<file path="src/verilog/swire_host_pkg.sv">
// constants and types for the single-wire bus host controller
package swire_host_pkg;

    // ------------------------------------------------------------
    // clock
    // ------------------------------------------------------------
    localparam int CLK_MHZ = 250;

    // ------------------------------------------------------------
    // bus times in ns, chosen inside the device's windows
    // ------------------------------------------------------------
    localparam int RESET_LOW_TIME_NS = 50000;
    localparam int RESET_HIGH_TIME_NS = 50000;
    localparam int PRESENCE_SAMPLE_TIME_NS = 8000;
    localparam int WRITE_ZERO_LOW_TIME_NS = 8000;
    localparam int WRITE_ONE_LOW_TIME_NS = 1000;
    localparam int READ_LOW_TIME_NS = 500;
    localparam int READ_SAMPLE_TIME_NS = 1500;
    localparam int RECOVERY_TIME_NS = 5000;
    localparam int LOW_LIMIT_NS = 16000;

    // ------------------------------------------------------------
    // cycle counts: least times round up, longest round down
    // ------------------------------------------------------------
    localparam int RSTL_CYC = (RESET_LOW_TIME_NS * CLK_MHZ + 999) / 1000;
    localparam int RSTH_CYC = (RESET_HIGH_TIME_NS * CLK_MHZ + 999) / 1000;
    localparam int MSP_CYC = (PRESENCE_SAMPLE_TIME_NS * CLK_MHZ + 999) / 1000;
    localparam int W0_CYC = (WRITE_ZERO_LOW_TIME_NS * CLK_MHZ + 999) / 1000;
    localparam int W1_CYC = (WRITE_ONE_LOW_TIME_NS * CLK_MHZ) / 1000;
    localparam int RL_CYC = (READ_LOW_TIME_NS * CLK_MHZ) / 1000;
    localparam int MSR_CYC = (READ_SAMPLE_TIME_NS * CLK_MHZ) / 1000;
    localparam int REC_CYC = (RECOVERY_TIME_NS * CLK_MHZ + 999) / 1000;
    localparam int LOW_LIMIT_CYC = (LOW_LIMIT_NS * CLK_MHZ) / 1000;
    localparam int SLOT_CYC = W0_CYC + REC_CYC;

    localparam int CNT_W = 16;
    localparam logic [15:0] CRC_POLY = 16'ha001;
    localparam logic [15:0] CRC_INIT = 16'h0000;

    // ------------------------------------------------------------
    // commands and states
    // ------------------------------------------------------------
    typedef enum logic [2:0] {
        OP_RESET = 3'b000,
        OP_WBIT = 3'b001,
        OP_RBIT = 3'b010,
        OP_WBYTE = 3'b011,
        OP_RBYTE = 3'b100,
        OP_TRIPLET = 3'b101
    } op_t;

    typedef enum logic [1:0] {
        ST_IDLE = 2'b00,
        ST_RST_LOW = 2'b01,
        ST_RST_HIGH = 2'b10,
        ST_SLOT = 2'b11
    } state_t;

endpackage

</file>
<file path="src/verilog/swire_host.sv">
// bus master for a single open-drain wire, bit/byte/search-triplet engine
// How it works
// [RULE_01] line only pulled low, never driven high
// [RULE_02] slots last at least the overdrive slot
// [RULE_03] line released high whenever engine idles
// [RULE_04] no low over 16us except reset
// [RULE_05] order reset, rom, function, data: user
// [RULE_06] every transaction opens with reset pulse
// [RULE_07] master makes every slot falling edge
// [RULE_08] reset low includes margin for fall time
// [RULE_09] device answers presence after reset release
// [RULE_10] presence sampled low at sample time
// [RULE_11] slots start only after reset high time
// [RULE_12] one bit per slot, both directions
// [RULE_13] device times slots from falling edge
// [RULE_14] write-one released before its low limit
// [RULE_15] write-zero held low past its minimum
// [RULE_16] recovery kept after line rises high
// [RULE_17] read slot opens like write-one
// [RULE_18] device pulls low to return zero
// [RULE_19] device leaves line alone to return one
// [RULE_20] data refused until presence was seen
// [RULE_21] crc-16 over function data both ways
// [RULE_22] device never starts a slot itself
// [RULE_23] rom commands are eight-bit codes
// [RULE_24] match compares 64-bit identifier
// [RULE_25] resume relies on device resume_flag
// [RULE_26] search triplet: bit, complement, choice
// [RULE_27] reset abandons transaction, yields presence
`timescale 1ns/10ps
`default_nettype none

module swire_host
    import swire_host_pkg::*;
#(
    parameter int RSTL_CYCLES = RSTL_CYC,
    parameter int RSTH_CYCLES = RSTH_CYC
) (
    input wire logic core_clk_i,
    input wire logic reset_i,
    input wire logic cmd_valid_i,
    input wire logic [2:0] cmd_op_i,
    input wire logic [7:0] cmd_data_i,
    output logic cmd_ready_o,
    output logic done_o,
    output logic refused_o,
    output logic [7:0] rdata_o,
    output logic presence_o,
    input wire logic crc_clear_i,
    output logic [15:0] crc_o,
    input wire logic line_i,
    output logic line_o,
    output logic line_oe_n_o
);

    // ------------------------------------------------------------
    // state
    // ------------------------------------------------------------
    state_t state_ff;
    logic [CNT_W-1:0] cnt_ff;
    logic [2:0] op_ff;
    logic [7:0] sh_ff;
    logic [3:0] bits_ff;
    logic low_ff;
    logic zero_ff;
    logic rbit_ff;
    logic id_ff;
    logic cmp_ff;
    logic sync1_ff;
    logic sync2_ff;
    logic presence_ff;
    logic done_ff;
    logic refused_ff;
    logic [7:0] rdata_ff;
    logic [15:0] crc_ff;

    logic line_hi;
    logic take;
    logic data_op;
    logic slot_read;
    logic [CNT_W-1:0] low_len;
    logic slot_end;
    logic cur_bit;
    logic trip_dir;

    assign line_hi = sync2_ff;
    assign cmd_ready_o = (state_ff == ST_IDLE);
    assign take = cmd_valid_i && cmd_ready_o; // RULE_05
    assign data_op = (cmd_op_i != OP_RESET);
    assign done_o = done_ff;
    assign refused_o = refused_ff;
    assign rdata_o = rdata_ff;
    assign presence_o = presence_ff;
    assign crc_o = crc_ff;
    assign line_o = 1'b0; // RULE_01
    assign line_oe_n_o = ~low_ff; // RULE_03

    // ------------------------------------------------------------
    // pin synchroniser
    // ------------------------------------------------------------
    always_ff @(posedge core_clk_i) begin
        if (reset_i) begin
            sync1_ff <= 1'b1;
            sync2_ff <= 1'b1;
        end else begin
            sync1_ff <= line_i;
            sync2_ff <= sync1_ff;
        end
    end

    // ------------------------------------------------------------
    // slot shape
    // ------------------------------------------------------------
    // read slots (and the first two triplet slots) release early
    assign slot_read = (op_ff == OP_RBIT) || (op_ff == OP_RBYTE) ||
        ((op_ff == OP_TRIPLET) && (bits_ff != 4'h1));
    assign low_len = zero_ff ? CNT_W'(W0_CYC) :
        (slot_read ? CNT_W'(RL_CYC) : CNT_W'(W1_CYC)); // RULE_04
    // waiting for line high stretches recovery past a slow rise
    assign slot_end = (cnt_ff >= CNT_W'(SLOT_CYC - 1)) && line_hi; // RULE_16
    assign cur_bit = slot_read ? rbit_ff : sh_ff[0];
    // complement is still in rbit_ff when the direction is chosen
    assign trip_dir = (id_ff == rbit_ff) ? cmd_data_i[0] : id_ff; // RULE_26

    // ------------------------------------------------------------
    // sequencer
    // ------------------------------------------------------------
    always_ff @(posedge core_clk_i) begin
        if (reset_i) begin
            state_ff <= ST_IDLE;
            cnt_ff <= '0;
            op_ff <= OP_RESET;
            sh_ff <= 8'h00;
            bits_ff <= 4'h0;
            low_ff <= 1'b0;
            zero_ff <= 1'b0;
            rbit_ff <= 1'b1;
            id_ff <= 1'b0;
            cmp_ff <= 1'b0;
            presence_ff <= 1'b0;
            done_ff <= 1'b0;
            refused_ff <= 1'b0;
            rdata_ff <= 8'h00;
        end else begin
            done_ff <= 1'b0;
            refused_ff <= 1'b0;
            case (state_ff)
                ST_IDLE: begin
                    cnt_ff <= '0;
                    if (take && data_op && !presence_ff) begin
                        refused_ff <= 1'b1; // RULE_20
                    end else if (take && !data_op) begin
                        state_ff <= ST_RST_LOW; // RULE_06 RULE_27
                        presence_ff <= 1'b0;
                        low_ff <= 1'b1;
                        op_ff <= cmd_op_i;
                    end else if (take) begin
                        state_ff <= ST_SLOT; // RULE_07 RULE_12
                        op_ff <= cmd_op_i;
                        low_ff <= 1'b1;
                        case (cmd_op_i)
                            OP_WBYTE: begin
                                sh_ff <= cmd_data_i;
                                bits_ff <= 4'h8; // RULE_23
                                zero_ff <= ~cmd_data_i[0];
                            end
                            OP_RBYTE: begin
                                sh_ff <= 8'hff;
                                bits_ff <= 4'h8;
                                zero_ff <= 1'b0;
                            end
                            OP_TRIPLET: begin
                                sh_ff <= 8'hff;
                                bits_ff <= 4'h3;
                                zero_ff <= 1'b0;
                            end
                            OP_WBIT: begin
                                sh_ff <= {7'h00, cmd_data_i[0]};
                                bits_ff <= 4'h1;
                                zero_ff <= ~cmd_data_i[0];
                            end
                            default: begin
                                sh_ff <= 8'hff;
                                bits_ff <= 4'h1;
                                zero_ff <= 1'b0;
                            end
                        endcase
                    end
                end
                ST_RST_LOW: begin
                    cnt_ff <= cnt_ff + 1'b1;
                    // margin above the minimum covers a slewed fall
                    if (cnt_ff == CNT_W'(RSTL_CYCLES - 1)) begin // RULE_08
                        low_ff <= 1'b0;
                        cnt_ff <= '0;
                        state_ff <= ST_RST_HIGH;
                    end
                end
                ST_RST_HIGH: begin
                    cnt_ff <= cnt_ff + 1'b1;
                    if (cnt_ff == CNT_W'(MSP_CYC)) begin
                        presence_ff <= ~line_hi; // RULE_10 RULE_09
                    end
                    if ((cnt_ff >= CNT_W'(RSTH_CYCLES - 1)) && line_hi) begin
                        state_ff <= ST_IDLE; // RULE_11
                        done_ff <= 1'b1;
                        rdata_ff <= {7'h00, presence_ff};
                    end
                end
                ST_SLOT: begin
                    cnt_ff <= cnt_ff + 1'b1;
                    if (low_ff && (cnt_ff == low_len - 1'b1)) begin
                        low_ff <= 1'b0; // RULE_14 RULE_15 RULE_17
                    end
                    if (cnt_ff == CNT_W'(MSR_CYC)) begin
                        rbit_ff <= line_hi; // RULE_18 RULE_19 RULE_13
                    end
                    if (slot_end) begin // RULE_02
                        cnt_ff <= '0;
                        sh_ff <= {cur_bit, sh_ff[7:1]};
                        bits_ff <= bits_ff - 1'b1;
                        if ((op_ff == OP_TRIPLET) && (bits_ff == 4'h3)) begin
                            id_ff <= rbit_ff;
                        end
                        if ((op_ff == OP_TRIPLET) && (bits_ff == 4'h2)) begin
                            cmp_ff <= rbit_ff;
                        end
                        if (bits_ff == 4'h1) begin
                            state_ff <= ST_IDLE;
                            done_ff <= 1'b1;
                            if ((op_ff == OP_WBYTE) || (op_ff == OP_RBYTE)) begin
                                rdata_ff <= {cur_bit, sh_ff[7:1]};
                            end else if (op_ff == OP_TRIPLET) begin
                                rdata_ff <= {4'h0, id_ff & cmp_ff,
                                    sh_ff[0], cmp_ff, id_ff};
                            end else begin
                                rdata_ff <= {7'h00, cur_bit};
                            end
                        end else begin
                            low_ff <= 1'b1;
                            if ((op_ff == OP_TRIPLET) && (bits_ff == 4'h2)) begin
                                sh_ff <= {7'h7f, trip_dir};
                                zero_ff <= ~trip_dir;
                            end else if (op_ff == OP_WBYTE) begin
                                zero_ff <= ~sh_ff[1];
                            end else begin
                                zero_ff <= 1'b0;
                            end
                        end
                    end
                end
                default: begin
                    state_ff <= ST_IDLE;
                    low_ff <= 1'b0;
                end
            endcase
        end
    end

    // ------------------------------------------------------------
    // crc-16 over byte traffic
    // ------------------------------------------------------------
    always_ff @(posedge core_clk_i) begin
        if (reset_i || crc_clear_i) begin
            crc_ff <= CRC_INIT;
        end else if ((state_ff == ST_SLOT) && slot_end &&
            ((op_ff == OP_WBYTE) || (op_ff == OP_RBYTE))) begin
            crc_ff <= (crc_ff >> 1) ^
                ((crc_ff[0] ^ cur_bit) ? CRC_POLY : 16'h0000); // RULE_21
        end
    end

    // ------------------------------------------------------------
    // assertion helpers
    // ------------------------------------------------------------
    logic [CNT_W-1:0] low_run_ff;
    logic [CNT_W-1:0] hi_run_ff;

    always_ff @(posedge core_clk_i) begin
        if (reset_i) begin
            low_run_ff <= '0;
            hi_run_ff <= '0;
        end else begin
            low_run_ff <= low_ff ? low_run_ff + 1'b1 : '0;
            if (low_ff || !line_hi) begin
                hi_run_ff <= '0;
            end else if (hi_run_ff != '1) begin
                hi_run_ff <= hi_run_ff + 1'b1;
            end
        end
    end
endmodule

`default_nettype wire

</file>
<file path="config.mk">
export PLATFORM = sky130hd
export DESIGN_NAME = swire_host
export DESIGN_NICKNAME = d
export VERILOG_FILES = /design/src/verilog/swire_host_pkg.sv /design/src/verilog/swire_host.sv
export SDC_FILE = /design/constraint.sdc
export NUM_CORES = 1
export LEC_CHECK = 0
export ABC_AREA = 1
export BUFFER_PORTS_ARGS = -buffer_cell sky130_fd_sc_hd__buf_4
export CAP_MARGIN = 20
export CORE_MARGIN = 3
export CORE_UTILIZATION = 30
export DETAILED_ROUTE_END_ITERATION = 8
export HOLD_SLACK_MARGIN = 0.08
export PLACE_DENSITY = 0.5
export SLEW_MARGIN = 25
export SYNTH_ARGS = -nofsm -noshare
export SYNTH_HDL_FRONTEND = slang
export SYNTH_SLANG_ARGS = --single-unit
</file>
<file path="constraint.sdc">
create_clock -name core_clk_i -period 3.5 [get_ports core_clk_i]
set_input_delay 0.35 -clock core_clk_i [delete_from_list [all_inputs] [get_ports core_clk_i]]
set_output_delay 0.35 -clock core_clk_i [all_outputs]
set_load 0.05 [all_outputs]
</file>
==> summary.txt <==
Run status
  • Status: finished clean

Layout
  • Final net count: 578
  • Number of diodes: 0
  • # fillers: 1196
  • Finished Cell Area: 0.00425 mm2
  • Share of layout cells above drive strength 1: 15.9%
  • Area Growth Syn to Fin: 22.2%
  • Fin util: 38.4%

Setup path
  • R2R Setup Slk: 1.36 ns
  • Crit-path max FO: 22
  • Worst setup path category: reg2reg
  • CP max stage delay: 0.51 ns
  • Critical Path AT: 2.36 ns
  • Startpoint type of the worst setup path: flip-flop
  • Cells along the critical path: inv_1 > ha_1 > nand3_1 > nand2_1 > nand2_1 > nand2_1 > nand2_1 > nand2_4 > nand2_2 > nand2_2 > nor2_1 > nand2_1 > nand2_1 > nor2_1
  • Crit path buf inv count: 1
  • CP dominant cell by count: nand2_1
  • Reg2reg end: zero_ff
  • Req. time, crit path: 3.72 ns
  • Worst r2r src: cnt_ff[0]
  • R2R cell count: 14
  • Worst path slowest cell: dfxtp_1
  • Crit-path leading delay family: simple AND/OR/NAND/NOR gates
  • Crit. End Element: flip-flop

Timing
  • Setup TNS: 0 ns
  • Worst Tran Pin Value: 0.743 ns
  • Final hold viol count: 0
  • Min Tclk post-route: 2.14 ns
  • Fin. max-slew vios: 0
  • Final Skew: 0.00634 ns
  • Final setup margin: 1.36 ns
  • Slew Limit Headroom: 50.3%
  • Period Utilization, post-route: 61.1%
  • RSZ-0062 raised after global routing: false
  • Max Clk Rate: 468 MHz
  • Endpoints failing setup: 0

Power
  • Leak: 0.00184 uW
  • Pwr Total: 2620 uW
  • Pwr dens: 616 mW/mm2
  • Max VDD drop: 0.000284 V

Clocking
  • Clk pin slew, worst setup/hold paths: 0.06 ns
  • Clk root buf: clkbuf_16
  • Clk buf depth: 2
  • H-tree depth: 3
  • Num CTS Buffers: 9
  • Cts hold-fix bufs: 0
  • CTS tree: yes
  • Post_cts resized: 0
  • Postcts setup bufs: 0
  • Worst skew pair latency: 0.33 ns
  • Clock sink count: 67

Placed design
  • IO buf count: 44
  • DP Worst Slack: 1.37 ns
  • Post-DP HPWL: 6.72 mm
  • Final Wtd Congestion: 0.809
  • Placed Area: 0.00392 mm2

Detailed routing
  • DR iter-0 viols: 151
  • DR vias: 3344
  • Drt total wl: 9.04 mm
  • DRC viols: 0
  • DR pass1 iterations: 4
  • Via-per-instance ratio: 4.78
  • Post-route ant nets: 0
  • WL per Instance: 12.9 um

Min path
  • Min-Delay Startpoint: line_i
  • Hold endpoint: sync1_ff
  • Hold Crit Depth: 2
  • Worst min path class: in2reg

Logic synthesis
  • Asr flop ratio synth: 0%
  • Post-synth top flop: dfxtp_1
  • Seq/Total Area, Yosys: 38.5%
  • Most frequent cell after synthesis: nor2_1
  • Number of enable flip-flop cells after synthesis: 0
  • Top-area cell type share of the netlist area: 38.5%
  • YS warnings: 0
  • Cells after Synth: 511
  • Cell accounting for the most synthesized area: dfxtp_1
  • Flops & latches, synth: 67
  • Post-Syn Area: 0.00348 mm2
  • Post-synthesis net count: 534
  • Synth unique cells: 38
  • Area contributors post-synth: dfxtp_1 39%, nor2_1 9.8%, nand2_1 8.8%, a21oi_1 7.3%, o21ai_0 6.2%
  • Top cells by count, synth: 91 x nor2_1, 82 x nand2_1, 67 x dfxtp_1, 57 x inv_1, 51 x a21oi_1
  • Syn Area/Cell: 6.81 um2

Floorplan
  • Chip width: 114 um
  • Io pins: 46
  • Initial Utilization: 31.4%
  • Die Span Y: 114 um
  • Core ar.: 0.0111 mm2
  • Die ar.: 0.0129 mm2
  • Row count: 38

Run
  • Max Cap Viol: 0

Global route
  • Total GRT Usage: 14.4%
  • First-pass GRT wire length: 15.0 mm
  • Initial antenna violation count: 0
  • Aggregate global routing overflow: 0
  • Vias in the first global route: 3064
  • Largest net degree at the start of global routing: 26
## cells in the final DEF, fill, tap and decap left out, drive strengths merged, types with 3 or more instances in the layout
cell type	n
nand4	6
o21ai	54
inv	67
nand3	27
ha	7
a31oi	3
nand2	89
a211oi	3
dfxtp	67
o31ai	3
nor2	96
nor3	6
buf	45
o22ai	3
clkbuf	11
a21oi	51
xor2	7
## per-layer routing
metal / GRT usage (%) / vias up / wire length, um
li1: - / 1747 / -
met1: 21.1 / 1518 / 4630
met2: 20.5 / 65 / 3870
met3: 2.92 / 14 / 380
met4: 5.53 / 0 / 154
met5: 0 / - / 0
## final cells by class
class	instances	area [um2]	area share, %
flip-flops and latches	67	1340	31.5
clock buffers	11	253	5.94
repair buffers	45	338	7.94
multi-input cells	366	1820	42.7
clock inverters	5	83.8	1.97
well taps	140	175	4.12
inverters	66	248	5.82
## how the worst max path moves through the flow
stage	from	endpoint	depth (start not counted)
detailed placement	state_ff[0]	crc_o[7]	7
finish	cnt_ff[0]	zero_ff	14
global placement	cnt_ff[0]	zero_ff	14
CTS	cnt_ff[0]	zero_ff	14
global route	cnt_ff[0]	zero_ff	14
floorplan	cnt_ff[0]	crc_o[13]	13
## power breakdown
group / internal, uW / switching [uW]
combinational: 209 / 470
sequential: 854 / 74.1
clock: 665 / 348
## registers in the layout, indices dropped and copies added, names as in the netlist, 2 cells and up
signal,flops
cnt_ff,16
op_ff,3
state_ff,2
crc_o,16
sh_ff,8
bits_ff,4
rdata_o,8
## logic make-up after synthesis
family          count (synthesis)  synth area share (%)
compound gates                120                  18.6
xor+xnor                        9                  2.26
simple gates                  229                  28.6
flops                          67                  38.5
fa+ha+maj                       7                  2.52
other cells                     1                 0.108
buf+inv                        78                  9.34
## through the flow
| stage | cells | hold slack (ns) |
|---|---|---|
| floorplan | 511 | 0.389 |
| global placement | 684 | 0.429 |
| detailed placement | 684 | 0.410 |
| CTS | 700 | 0.201 |
| global route | 700 | 0.204 |
| finish | 700 | 0.206 |
No activity file was read; power rests on OpenSTA's default activity.
